--- src/hw/psu_pkg.sv ---
// Purpose: shared constants for the supply fault and restart controller
// Assumes: ref_clk at 10 MHz, seconds timed by a 100 ms internal tick
// Notes:   register offsets are byte addresses on the plain register port
// Contract
// - Pin rules until firmware writes, then ignored
// - Startup overload held constant current 20 s
// - Overload past grace applies configured protection
// - LED blinks while limiting above 10 V
// - Limiting below 10 V in restart mode hiccups
// - LED on when unit on, else off
// - Overcurrent and overtemp default to auto restart
// - Overvoltage: three retries, 1 s apart, 1 min
// - Three failed retries in window latch off
// - Fewer shutdowns in window clear count, restart
// - Fault settings may latch overcurrent or overtemp
// - Pin off then on restarts latched unit
// - Operation off then on restarts latched unit
// - Fault setting back to restart restarts unit
// - Successful restart clears alarms, sets restart flag
// - Pin or firmware off turns main output off
package psu_pkg;

   localparam int unsigned CLK_HZ   = 32'h0098_9680;
   localparam int unsigned MS_PER_S = 32'h0000_03e8;
   localparam int unsigned TICK_MS  = 32'h0000_0064;
   localparam int unsigned TICK_CYC = CLK_HZ / MS_PER_S * TICK_MS;

   localparam int unsigned GRACE_S  = 32'h0000_0014;
   localparam int unsigned RETRY_S  = 32'h0000_0001;
   localparam int unsigned WINDOW_S = 32'h0000_003c;

   localparam logic [9:0] GRACE_T  = 10'(GRACE_S * MS_PER_S / TICK_MS);
   localparam logic [9:0] RETRY_T  = 10'(RETRY_S * MS_PER_S / TICK_MS);
   localparam logic [9:0] WINDOW_T = 10'(WINDOW_S * MS_PER_S / TICK_MS);
   localparam logic [1:0] OV_MAX   = 2'h3;

   localparam logic [7:0] A_OPER = 8'h00;
   localparam logic [7:0] A_FCFG = 8'h04;
   localparam logic [7:0] A_MARG = 8'h08;
   localparam logic [7:0] A_STAT = 8'h0c;
   localparam logic [7:0] A_ALRM = 8'h10;
   localparam logic [7:0] A_STS2 = 8'h14;

   localparam int unsigned OPER_ON = 0;
   localparam int unsigned FCFG_OC = 0;
   localparam int unsigned FCFG_OT = 1;
   localparam int unsigned MARG_HI = 0;
   localparam int unsigned ALM_OV  = 0;
   localparam int unsigned ALM_OC  = 1;
   localparam int unsigned ALM_OT  = 2;
   localparam int unsigned ALM_SU  = 3;
   localparam int unsigned STS2_OK = 0;

   localparam logic       OPER_RST = 1'h1;
   localparam logic [1:0] FCFG_RST = 2'h0;
   localparam logic       MARG_RST = 1'h0;

   typedef enum logic [4:0] {
      S_OFF   = 5'h01,
      S_START = 5'h02,
      S_ON    = 5'h04,
      S_WAIT  = 5'h08,
      S_LATCH = 5'h10
   } st_e;

endpackage : psu_pkg

--- src/hw/psu_fault_restart_control.sv ---
// Purpose: fault response and restart control of the 12 V main output
// Assumes: fault and limit pins come from analog comparators
// Notes:   all long waits count ticks, not clocks
module psu_fault_restart_control #(
   parameter int unsigned TICK_CYCLES = psu_pkg::TICK_CYC
) (
   input  wire logic        ref_clk,
   input  wire logic        rst_n,
   input  wire logic        remote_on_a,
   input  wire logic        ov_a,
   input  wire logic        oc_a,
   input  wire logic        ot_a,
   input  wire logic        lim_a,
   input  wire logic        vhi_a,
   input  wire logic        margin_a,
   input  wire logic [7:0]  addr,
   input  wire logic [31:0] wdata,
   input  wire logic        wr,
   input  wire logic        rd,
   output logic      [31:0] rdata_q,
   output logic             out_en_q,
   output logic             led_q,
   output logic             cc_hold_q,
   output logic             hiccup_q,
   output logic             margin_q
);

   logic [6:0] pins_a;
   logic [6:0] pins_s;
   logic       tick;
   logic       pin_on;
   logic       ov_s;
   logic       oc_s;
   logic       ot_s;
   logic       lim_s;
   logic       vhi_s;
   logic       margin_s;

   assign pins_a   = {margin_a, vhi_a, lim_a, ot_a, oc_a, ov_a, remote_on_a};
   assign pin_on   = pins_s[0];
   assign ov_s     = pins_s[1];
   assign oc_s     = pins_s[2];
   assign ot_s     = pins_s[3];
   assign lim_s    = pins_s[4];
   assign vhi_s    = pins_s[5];
   assign margin_s = pins_s[6];

   pin_sync #(
      .W (7)
   ) u_sync (
      .ref_clk (ref_clk),
      .rst_n   (rst_n),
      .pin_a   (pins_a),
      .lvl_q   (pins_s)
   );

   tick_gen #(
      .CYCLES (TICK_CYCLES)
   ) u_tick (
      .ref_clk (ref_clk),
      .rst_n   (rst_n),
      .tick_q  (tick)
   );

   // Register file
   logic        op_on_q;
   logic        op_on_d;
   logic [1:0]  fcfg_q;
   logic [1:0]  fcfg_d;
   logic        mreg_q;
   logic        mreg_d;
   logic        fwm_q;
   logic        fwm_d;
   logic [31:0] rdata_d;
   logic        wr_oper;
   logic        wr_fcfg;
   logic        wr_marg;
   logic        wr_alrm;
   logic        wr_sts2;

   // Sequencer state
   psu_pkg::st_e st_q;
   psu_pkg::st_e st_d;
   logic [9:0]   tmr_q;
   logic [9:0]   tmr_d;
   logic [9:0]   win_q;
   logic [9:0]   win_d;
   logic [1:0]   ovc_q;
   logic [1:0]   ovc_d;
   logic [1:0]   lc_q;
   logic [1:0]   lc_d;
   logic         pend_q;
   logic         pend_d;
   logic [3:0]   alm_q;
   logic [3:0]   alm_d;
   logic [3:0]   set_a;
   logic         rsok_q;
   logic         rsok_d;
   logic         ok;
   logic         go_ov;
   logic         go_oc;
   logic         go_ot;
   logic         go_lim;
   logic         on_want;
   logic         cfg_rs;
   logic         blink_q;
   logic         blink_d;
   logic         ph_q;
   logic         ph_d;
   logic         out_en_d;
   logic         led_d;
   logic         cc_hold_d;
   logic         hiccup_d;
   logic         margin_d;

   assign wr_oper = wr && (addr == psu_pkg::A_OPER);
   assign wr_fcfg = wr && (addr == psu_pkg::A_FCFG);
   assign wr_marg = wr && (addr == psu_pkg::A_MARG);
   assign wr_alrm = wr && (addr == psu_pkg::A_ALRM);
   assign wr_sts2 = wr && (addr == psu_pkg::A_STS2);

   // Either source may switch the output off
   assign on_want = pin_on && op_on_q;

   // Only the latched cause may be released by reconfiguration
   assign cfg_rs = wr_fcfg && (st_q == psu_pkg::S_LATCH)
                   && ((lc_q[0] && !wdata[psu_pkg::FCFG_OC])
                   || (lc_q[1] && !wdata[psu_pkg::FCFG_OT]));

   always_comb
   begin
      op_on_d  = wr_oper ? wdata[psu_pkg::OPER_ON] : op_on_q;
      fcfg_d   = wr_fcfg ? wdata[1:0] : fcfg_q;
      mreg_d   = wr_marg ? wdata[psu_pkg::MARG_HI] : mreg_q;
      fwm_d    = fwm_q || wr_marg;
      margin_d = fwm_q ? mreg_q : margin_s;
      rdata_d  = 32'h0;
      if (rd)
      begin
         case (addr)
            psu_pkg::A_OPER: rdata_d = {31'h0, op_on_q};
            psu_pkg::A_FCFG: rdata_d = {30'h0, fcfg_q};
            psu_pkg::A_MARG: rdata_d = {30'h0, fwm_q, mreg_q};
            psu_pkg::A_STAT: rdata_d = {20'h0, ovc_q, lc_q, hiccup_q,
                                        cc_hold_q, led_q, st_q};
            psu_pkg::A_ALRM: rdata_d = {28'h0, alm_q};
            psu_pkg::A_STS2: rdata_d = {31'h0, rsok_q};
            default:         rdata_d = 32'h0;
         endcase
      end
   end

   always_ff @(posedge ref_clk)
   begin
      if (!rst_n)
      begin
         op_on_q  <= psu_pkg::OPER_RST;
         fcfg_q   <= psu_pkg::FCFG_RST;
         mreg_q   <= psu_pkg::MARG_RST;
         fwm_q    <= 1'h0;
         margin_q <= 1'h0;
         rdata_q  <= 32'h0;
      end
      else
      begin
         op_on_q  <= op_on_d;
         fcfg_q   <= fcfg_d;
         mreg_q   <= mreg_d;
         fwm_q    <= fwm_d;
         margin_q <= margin_d;
         rdata_q  <= rdata_d;
      end
   end

   always_comb
   begin
      st_d   = st_q;
      ovc_d  = ovc_q;
      win_d  = win_q;
      lc_d   = lc_q;
      pend_d = pend_q;
      set_a  = 4'h0;
      ok     = 1'h0;
      go_ov  = 1'h0;
      go_oc  = 1'h0;
      go_ot  = 1'h0;
      go_lim = 1'h0;
      tmr_d  = tick ? tmr_q + 10'h1 : tmr_q;

      // Quiet window forgets earlier overvoltage shutdowns
      if (ovc_q != 2'h0 && tick)
      begin
         if (win_q == psu_pkg::WINDOW_T - 10'h1)
         begin
            win_d = 10'h0;
            ovc_d = 2'h0;
         end
         else
         begin
            win_d = win_q + 10'h1;
         end
      end

      case (st_q)
         psu_pkg::S_OFF:
         begin
            if (on_want)
               st_d = psu_pkg::S_START;
         end
         psu_pkg::S_START:
         begin
            // Overload ignored here so paralleled units can come up
            if (!on_want)
               st_d = psu_pkg::S_OFF;
            else if (ov_s)
               go_ov = 1'h1;
            else if (ot_s)
               go_ot = 1'h1;
            else if (!lim_s)
            begin
               st_d = psu_pkg::S_ON;
               ok   = pend_q;
            end
            else if (tmr_q >= psu_pkg::GRACE_T)
            begin
               set_a[psu_pkg::ALM_SU] = 1'h1;
               go_oc = 1'h1;
            end
         end
         psu_pkg::S_ON:
         begin
            if (!on_want)
               st_d = psu_pkg::S_OFF;
            else if (ov_s)
               go_ov = 1'h1;
            else if (ot_s)
               go_ot = 1'h1;
            else if (oc_s)
               go_oc = 1'h1;
            else if (lim_s && !vhi_s)
            begin
               go_lim = !fcfg_q[psu_pkg::FCFG_OC];
               go_oc  = fcfg_q[psu_pkg::FCFG_OC];
            end
         end
         psu_pkg::S_WAIT:
         begin
            if (!on_want)
               st_d = psu_pkg::S_OFF;
            else if (tmr_q >= psu_pkg::RETRY_T && !ot_s)
               st_d = psu_pkg::S_START;
         end
         psu_pkg::S_LATCH:
         begin
            if (cfg_rs)
               st_d = psu_pkg::S_START;
            else if (!on_want)
               st_d = psu_pkg::S_OFF;
         end
         default:
         begin
            st_d = psu_pkg::S_OFF;
         end
      endcase

      if (go_ov)
      begin
         set_a[psu_pkg::ALM_OV] = 1'h1;
         pend_d = 1'h1;
         lc_d   = 2'h0;
         if (ovc_q == psu_pkg::OV_MAX)
            st_d = psu_pkg::S_LATCH;
         else
         begin
            st_d  = psu_pkg::S_WAIT;
            ovc_d = ovc_q + 2'h1;
            if (ovc_q == 2'h0)
               win_d = 10'h0;
         end
      end
      else if (go_ot)
      begin
         set_a[psu_pkg::ALM_OT] = 1'h1;
         pend_d = 1'h1;
         lc_d   = fcfg_q[psu_pkg::FCFG_OT] ? 2'h2 : 2'h0;
         st_d   = fcfg_q[psu_pkg::FCFG_OT] ? psu_pkg::S_LATCH : psu_pkg::S_WAIT;
      end
      else if (go_oc || go_lim)
      begin
         set_a[psu_pkg::ALM_OC] = 1'h1;
         pend_d = 1'h1;
         lc_d   = fcfg_q[psu_pkg::FCFG_OC] ? 2'h1 : 2'h0;
         st_d   = fcfg_q[psu_pkg::FCFG_OC] ? psu_pkg::S_LATCH : psu_pkg::S_WAIT;
      end

      if (ok)
         pend_d = 1'h0;
      if (st_d != st_q)
         tmr_d = 10'h0;

      // New events win over a clear in the same cycle
      if (ok)
         alm_d = set_a;
      else
         alm_d = (alm_q & ~(wr_alrm ? wdata[3:0] : 4'h0)) | set_a;
      rsok_d = ok || (rsok_q && !(wr_sts2 && wdata[psu_pkg::STS2_OK]));

      out_en_d  = (st_d == psu_pkg::S_START) || (st_d == psu_pkg::S_ON);
      cc_hold_d = (st_d == psu_pkg::S_START) && lim_s;
      blink_d   = (st_d == psu_pkg::S_ON) && lim_s && vhi_s;
      ph_d      = tick ? !ph_q : ph_q;
      led_d     = out_en_d && !(blink_d && ph_q);
      hiccup_d  = (st_d == psu_pkg::S_WAIT) && (go_lim || hiccup_q);
   end

   always_ff @(posedge ref_clk)
   begin
      if (!rst_n)
      begin
         st_q      <= psu_pkg::S_OFF;
         tmr_q     <= 10'h0;
         win_q     <= 10'h0;
         ovc_q     <= 2'h0;
         lc_q      <= 2'h0;
         pend_q    <= 1'h0;
         alm_q     <= 4'h0;
         rsok_q    <= 1'h0;
         blink_q   <= 1'h0;
         ph_q      <= 1'h0;
         out_en_q  <= 1'h0;
         led_q     <= 1'h0;
         cc_hold_q <= 1'h0;
         hiccup_q  <= 1'h0;
      end
      else
      begin
         st_q      <= st_d;
         tmr_q     <= tmr_d;
         win_q     <= win_d;
         ovc_q     <= ovc_d;
         lc_q      <= lc_d;
         pend_q    <= pend_d;
         alm_q     <= alm_d;
         rsok_q    <= rsok_d;
         blink_q   <= blink_d;
         ph_q      <= ph_d;
         out_en_q  <= out_en_d;
         led_q     <= led_d;
         cc_hold_q <= cc_hold_d;
         hiccup_q  <= hiccup_d;
      end
   end
endmodule : psu_fault_restart_control

--- src/hw/pin_sync.sv ---
// Purpose: three-stage synchroniser for asynchronous pins
// Assumes: pins are slow levels
// Notes:   a change is taken once stages two and three agree
module pin_sync #(
   parameter int unsigned W = 1
) (
   input  wire logic         ref_clk,
   input  wire logic         rst_n,
   input  wire logic [W-1:0] pin_a,
   output logic      [W-1:0] lvl_q
);

   genvar i;
   generate
      for (i = 0; i < W; i++)
      begin : g_bit
         logic [2:0] sh_q;
         logic [2:0] sh_d;
         logic       lv_d;

         always_comb
         begin
            sh_d = {sh_q[1:0], pin_a[i]};
            lv_d = (sh_q[1] == sh_q[2]) ? sh_q[2] : lvl_q[i];
         end

         always_ff @(posedge ref_clk)
         begin
            if (!rst_n)
            begin
               sh_q     <= 3'h0;
               lvl_q[i] <= 1'h0;
            end
            else
            begin
               sh_q     <= sh_d;
               lvl_q[i] <= lv_d;
            end
         end
      end
   endgenerate

endmodule : pin_sync

--- src/hw/tick_gen.sv ---
// Purpose: free-running timebase for second-scale timers
// Assumes: CYCLES fits in 20 bits
// Notes:   one-cycle pulse every CYCLES clocks
module tick_gen #(
   parameter int unsigned CYCLES = 32'h0000_0004
) (
   input  wire logic ref_clk,
   input  wire logic rst_n,
   output logic      tick_q
);

   logic [19:0] cnt_q;
   logic [19:0] cnt_d;
   logic        tick_d;

   always_comb
   begin
      cnt_d  = cnt_q + 20'h1;
      tick_d = 1'h0;
      if (cnt_q == 20'(CYCLES - 1))
      begin
         cnt_d  = 20'h0;
         tick_d = 1'h1;
      end
   end

   always_ff @(posedge ref_clk)
   begin
      if (!rst_n)
      begin
         cnt_q  <= 20'h0;
         tick_q <= 1'h0;
      end
      else
      begin
         cnt_q  <= cnt_d;
         tick_q <= tick_d;
      end
   end

endmodule : tick_gen

--- config.mk ---
export PLATFORM = sky130hd
export DESIGN_NAME = psu_fault_restart_control
export DESIGN_NICKNAME = d
export VERILOG_FILES = /design/src/hw/psu_pkg.sv /design/src/hw/psu_fault_restart_control.sv /design/src/hw/pin_sync.sv /design/src/hw/tick_gen.sv
export SDC_FILE = /design/constraint.sdc
export NUM_CORES = 1
export LEC_CHECK = 0
export ABC_AREA = 1
export BUFFER_PORTS_ARGS = -buffer_cell sky130_fd_sc_hd__buf_2
export CORE_ASPECT_RATIO = 1.5
export CORE_UTILIZATION = 42
export CTS_CLUSTER_DIAMETER = 30
export DETAILED_ROUTE_END_ITERATION = 10
export GPL_ROUTABILITY_DRIVEN = 0
export GPL_TIMING_DRIVEN = 0
export SKIP_LAST_GASP = 1
export SLEW_MARGIN = 30
export SYNTH_ARGS = -nofsm -noshare
export SYNTH_HDL_FRONTEND = slang
export SYNTH_SLANG_ARGS = --single-unit
--- constraint.sdc ---
create_clock -name ref_clk -period 5.2 [get_ports ref_clk]
set_input_delay 1.56 -clock ref_clk [delete_from_list [all_inputs] [get_ports ref_clk]]
set_output_delay 1.56 -clock ref_clk [all_outputs]
set_load 0.02 [all_outputs]
==> results.txt, run 1 <==
Status: complete, no violations
Worst setup EP type: register
Initial antenna violation count: 0
Number of global-route vias before repair: 3,972
Die height: 133 um
Worst Skew: 3.86 ps
Post-CTS Setup Repair Bufs: 0
Detailed Route Iter0 Violations: 152
Clock sink count: 107
Max-cap violations: 0
Post-synth top area share: 44.6%
Yosys reg bits: 107
Internal Power: 1.23 mW
DR WL/cell: 11.6 um
Worst slew margin: 62.3%
Clk pwr share: 43.2%
Fillers: 1,150
Area share of and/or/nand/nor cells after synthesis: 30.1%
Number of diodes: 0
Row Count: 47
Worst vdd rail ir drop: 175 uV
Post-synthesis sequential area ratio: 44.6%
TritonCTS Buffers: 9
Ports: 88
CP max FO: 10
CP Launch Type: input port
Via Count: 4,110
Dominant cells by area after synthesis: dfxtp_1 (45%), nand2_1 (9.5%), inv_1 (7.3%)
Hold WC Path Type: register to register
Leading cell type in the layout, fill and taps excluded: nand2_1
Routed vias/inst: 4.75
Die ar.: 11,900 um^2
Hold Vio Cnt, Final: 0
Resize count post-CTS: 0
Crit path required time: 5490 ps
Sw frac: 22.7%
Final instance area: 5550 um^2
WS Path Type: input port to register
Syn Std Cell Area: 4800 um^2
Largest family of logic cells by synthesized area: simple AND/OR/NAND/NOR gates
Root buf cell: clkbuf_16
Leakage power: 2.50 nW
Synth Instances: 645
Fin Setup TNS: 0 ps
Wirelength, routed: 10,000 um
Post-CTS Hold Buffers: 0
Pwr/cell area: 287 nW/um^2
Total of warnings raised by yosys: 0
Post-Synth XOR/XNOR Area: 3.65%
GRT Residual Overflow: 0
Final setup fails: 0
Synth Area in Compound Gates: 7.84%
Max clock buf depth: 2
Final period utilization: 58.5%
Placed inst area: 5250 um^2
First-pass GRT wire length: 17,000 um
Most frequent cells in the layout: nand2_1 (121), dfxtp_1 (107), inv_1 (93)
Most used flip-flop cell after synthesis: dfxtp_1
Max Clk Rate: 329 MHz
Nets: 770
Synth cell types: 39
Mean post-synth cell area: 7.45 um^2
Min Tclk post-route: 3040 ps
Slew Viols, Final: 0
Mux share of post-synthesis cell area: 0%
Ys async rst share: 0%
Adder-cell share of the synthesized area: 1.77%
Core Area: 11,100 um^2
EDFF count, synth: 0
Initial Util: 43.4%
Global router's overall resource usage: 18.4%
Port Buffers: 38
DRC viols: 0
Comb pwr share: 4.5%
Layout cell share with drive strength beyond 1: 15.7%
RSZ-0062 raised after global routing: no
Dpl hpwl: 7680 um
Data arrival time of the critical path: 3330 ps
TritonCTS clock tree: done
Worst-Skew Late Latency: 350 ps
Power share of the sequential group: 52.3%
Area leader, netlist: dfxtp_1
Sw Pwr: 0.361 mW
Detail Route Antenna Nets: 0
Worst-Margin Slew: 566 ps
Final core utilization: 50.2%
Clock-pin slew on the worst setup and hold paths: 70 ps
Die width: 89.3 um
Pin count of the biggest net entering global routing: 19
Layout area overhead: 15.6%
Htree depth: 3
Pre-antenna DRT Iters: 4
per-layer routing:
metal,routed length [um],vias to the layer above,GRT usage (%)
met5,0,-,0
met4,184,0,8.38
met3,330,13,3.37
met2,5310,69,33.1
met1,4220,1871,20.3
li1,-,2157,-
flip-flops by register name (all words and copies together) (netlist names), 2 cells and up:
register and cells:
fcfg_q 2, rdata_q 12, tmr_q 10, ovc_q 2
u_sync.lvl_q 7, u_sync.g_bit.sh_q 21, lc_q 2, win_q 10
alm_q 4, st_q 5, u_tick.cnt_q 20
per-stage QoR:
step | hold WS [ps] | power (mW) | instances | setup WS [ps]
5_1_grt | 444 | 1.65 | 865 | 1970
6_report | 414 | 1.59 | 865 | 2160
2_1_floorplan | 390 | 0.902 | 664 | 2270
3_5_place_dp | 402 | 0.922 | 849 | 1790
4_1_cts | 419 | 1.61 | 865 | 2150
3_3_place_gp | 391 | 0.920 | 849 | 1840
area by class of cell:
cell class	instances	area, um^2	share of cell area, %
inverter	99	372	6.70
buffer	29	203	3.65
tap	147	184	3.31
timing repair buffer	38	190	3.43
clock inverter	7	77.6	1.40
clock buffer	9	225	4.06
multi-input combinational	429	2160	38.9
sequential	107	2140	38.6
logic make-up after synthesis:
kind of cell               count (synthesis)
buffers and inverters                    128
adders and majority gates                  7
AOI/OAI and AO/OA                         65
other                                      1
and+or+nand+nor                          317
xor gates and xnor gates                  20
DFF                                      107
cell usage after synthesis, drive strengths merged (5+ instances only):
| cell | instances |
|---|---|
| ha | 6 |
| nand4 | 16 |
| nand2 | 128 |
| inv | 99 |
| dfxtp | 107 |
| nand3 | 36 |
| xnor2 | 6 |
| buf | 24 |
| xor2 | 14 |
| nor2 | 98 |
| nor4 | 8 |
| clkbuf | 5 |
| nor3 | 21 |
| a21oi | 25 |
| o21ai | 19 |
path summary, 6_finish.rpt:
| check | start | end | slack [ps] | cells after the start |
|---|---|---|---|---|
| hold reg to reg | u_sync.g_bit[4].sh_q[0] | u_sync.g_bit[4].sh_q[1] | 410 | 2 |
| setup reg to reg | u_tick.cnt_q[8] | u_tick.cnt_q[17] | 3120 | 7 |
| setup / recovery | addr[4] | tmr_q[9] | 2160 | 14 |
| hold / removal | u_sync.g_bit[4].sh_q[0] | u_sync.g_bit[4].sh_q[1] | 410 | 2 |
critical path: stages:
cell	delay (ps)
buf_2	90
inv_1	60
nand2_1	50
nor2_1	190
nand2_1	130
nor2_2	240
nand3_1	160
nand4_1	140
nand2_1	140
nand2_1	100
nand3_1	90
nor2_2	130
nand2_4	140
nor2_2	100
power by group through the flow:
stage	sequential [mW]	clock, mW	combinational [mW]
2_1_floorplan	0.850	0	0.0520
3_5_place_dp	0.851	0	0.0713
5_1_grt	0.832	0.739	0.0799
3_3_place_gp	0.851	0	0.0699
4_1_cts	0.832	0.702	0.0716
6_report	0.832	0.687	0.0711
No activity file was read; power rests on OpenSTA's default activity.
==> run 2: changes to the inputs <==
- ABC_AREA: 1 -> 0
- clock period: 5.2 -> 3.15 ns (I/O delays scaled with it)
==> results.txt, run 2 <==
CP max-delay cell: or4_1
Htree depth: 3
Worst setup EP type: register
Status: complete, no violations
Worst hold endpoint: u_sync.g_bit[2].sh_q[1]
Slew Viols, Final: 0
Pre-antenna DRT Iters: 5
Most used flip-flop cell after synthesis: dfxtp_1
Leakage power: 2.20 nW
Synth cell types: 58
Mean post-synth cell area: 8.81 um^2
Initial antenna violation count: 0
First-pass GRT wire length: 16,900 um
Flop2flop setup slack: 600 ps
Count leader, synth: dfxtp_1
Worst Skew: 8.25 ps
Hold Startpoint: u_sync.g_bit[2].sh_q[0]
Worst slew margin: 43.7%
Post-CTS Hold Buffers: 0
Final period utilization: 82.0%
Critical path, cell by cell: buf_2 -> or4_1 -> or2_2 -> o31ai_1 -> nor4_1 -> o211ai_4 -> nor2_1
WS Path Type: input port to register
Dpl hpwl: 7680 um
Leading cell type in the layout, fill and taps excluded: dfxtp_1
Max clock buf depth: 2
Pin count of the biggest net entering global routing: 20
Nets: 663
Ports: 88
DR WL/cell: 13.7 um
Final core utilization: 49.6%
Hold Vio Cnt, Final: 0
Yosys reg bits: 107
EDFF count, synth: 0
Layout area overhead: 15.2%
Core Area: 11,100 um^2
Die width: 88.9 um
Cell depth of the worst hold path: 1
Fin Setup TNS: 0 ps
Max Clk Rate: 387 MHz
Crit path required time: 3370 ps
Number of global-route vias before repair: 3,646
Post-synth top area share: 45.0%
Reg2Reg Depth: 7
CP Launch Type: input port
Routed vias/inst: 5.12
Most flops, register: u_sync.g_bit.sh_q
Pwr/cell area: 465 nW/um^2
Port Buffers: 36
Hold WC Path Type: register to register
Max FFs per register: 21
TritonCTS Buffers: 9
Data arrival time of the critical path: 2800 ps
Worst r2r src: st_q[1]
Post-synthesis sequential area ratio: 45.0%
Total of warnings raised by yosys: 0
Initial Util: 43.0%
Post-CTS Setup Repair Bufs: 0
Delay of the slowest cell on the worst path: 530 ps
Worst vdd rail ir drop: 301 uV
Min Tclk post-route: 2580 ps
Layout cell share with drive strength beyond 1: 13.7%
Global router's overall resource usage: 18.4%
Dpl cells: 742
Wirelength, routed: 10,400 um
Clock sink count: 107
Cell Count, Final, Fillers Out: 758
Die ar.: 11,800 um^2
Final setup fails: 0
Most frequent cells in the layout: dfxtp_1 (107), nor2_1 (77), nand2_1 (44)
Detailed Route Iter0 Violations: 353
Max-cap violations: 0
Regs by FF count: u_sync.g_bit.sh_q: 21 flops, u_tick.cnt_q: 20 flops, rdata_q: 12 flops
Dominant cells by area after synthesis: dfxtp_1 (45%), nor2_1 (6.1%), xor2_1 (4.2%)
Ys async rst share: 0%
Fin worst setup slack: 568 ps
Synth Instances: 540
Dpl ws: 291 ps
Register area: 2140 um^2
Fillers: 1,098
Pwr Total: 2.55 mW
Root buf cell: clkbuf_16
Clock-pin slew on the worst setup and hold paths: 70 ps
Area of the multi-input gates: 2410 um^2
Reg2reg end: tmr_q[9]
Resize count post-CTS: 0
Worst-Skew Late Latency: 340 ps
RSZ-0062 raised after global routing: no
Worst-Margin Slew: 837 ps
Leading cell types by count after synthesis: dfxtp_1 (107), nor2_1 (77), nand2_1 (44)
Final instance area: 5480 um^2
Die height: 132 um
Via Count: 3,880
Bufs and invs on worst path: 1
Area leader, netlist: dfxtp_1
TritonCTS clock tree: done
Syn Std Cell Area: 4760 um^2
CP max FO: 9
Placed inst area: 5190 um^2
Row Count: 47
GRT Residual Overflow: 0
Worst hold margin: 435 ps
Number of diodes: 0
Delay-heaviest family, CP: simple AND/OR/NAND/NOR gates
Detail Route Antenna Nets: 0
DRC viols: 0
==> run 2: cells by family after synthesis <==
kind of cell / synth area share (%)
simple gates: 27.6
flops: 45.0
compound gates: 10.5
buf+inv: 5.73
xor+xnor: 7.00
mux: 2.55
fa+ha+maj: 1.58
other cells: 0.0788
==> run 2: worst reg2reg max path: stages, from the launching register on <==
cell	delay, ps
dfxtp_1	300
buf_4	170
or3_1	450
o31ai_1	310
o31ai_1	180
nor4_1	660
o211ai_4	250
nor2_1	160
==> run 2: how the worst max path moves through the flow <==
stage / start / slack (ps) / depth (start not counted) / end
finish: addr[1] / 570 / 7 / tmr_q[9]
global route: addr[1] / 530 / 7 / tmr_q[0]
CTS: addr[1] / 650 / 7 / tmr_q[9]
detailed placement: addr[1] / 290 / 7 / tmr_q[9]
global placement: addr[1] / 320 / 7 / tmr_q[9]
floorplan: addr[1] / 700 / 6 / tmr_q[0]
==> run 2: layout make-up <==
cell class	count	area share, %
Sequential cell	107	39.1
Timing Repair Buffer	36	3.29
Buffer	38	4.09
Multi-Input combinational cell	401	44.0
Tap cell	147	3.36
Clock buffer	10	4.18
Inverter	13	0.890
Clock inverter	6	1.10
==> run 2: power breakdown <==
group	total [mW]	switching, mW	internal (mW)
Sequential	1.37	0.00672	1.37
Combinational	0.112	0.0690	0.0430
Clock	1.07	0.513	0.553
==> run 2: layer usage <==
metal / GRT usage, % / up-vias / wire, um
met4: 7.80 / 0 / 267
met1: 21.2 / 1791 / 4260
met2: 32.1 / 116 / 5350
met5: 0 / - / 0
met3: 3.88 / 27 / 497
li1: - / 1946 / -
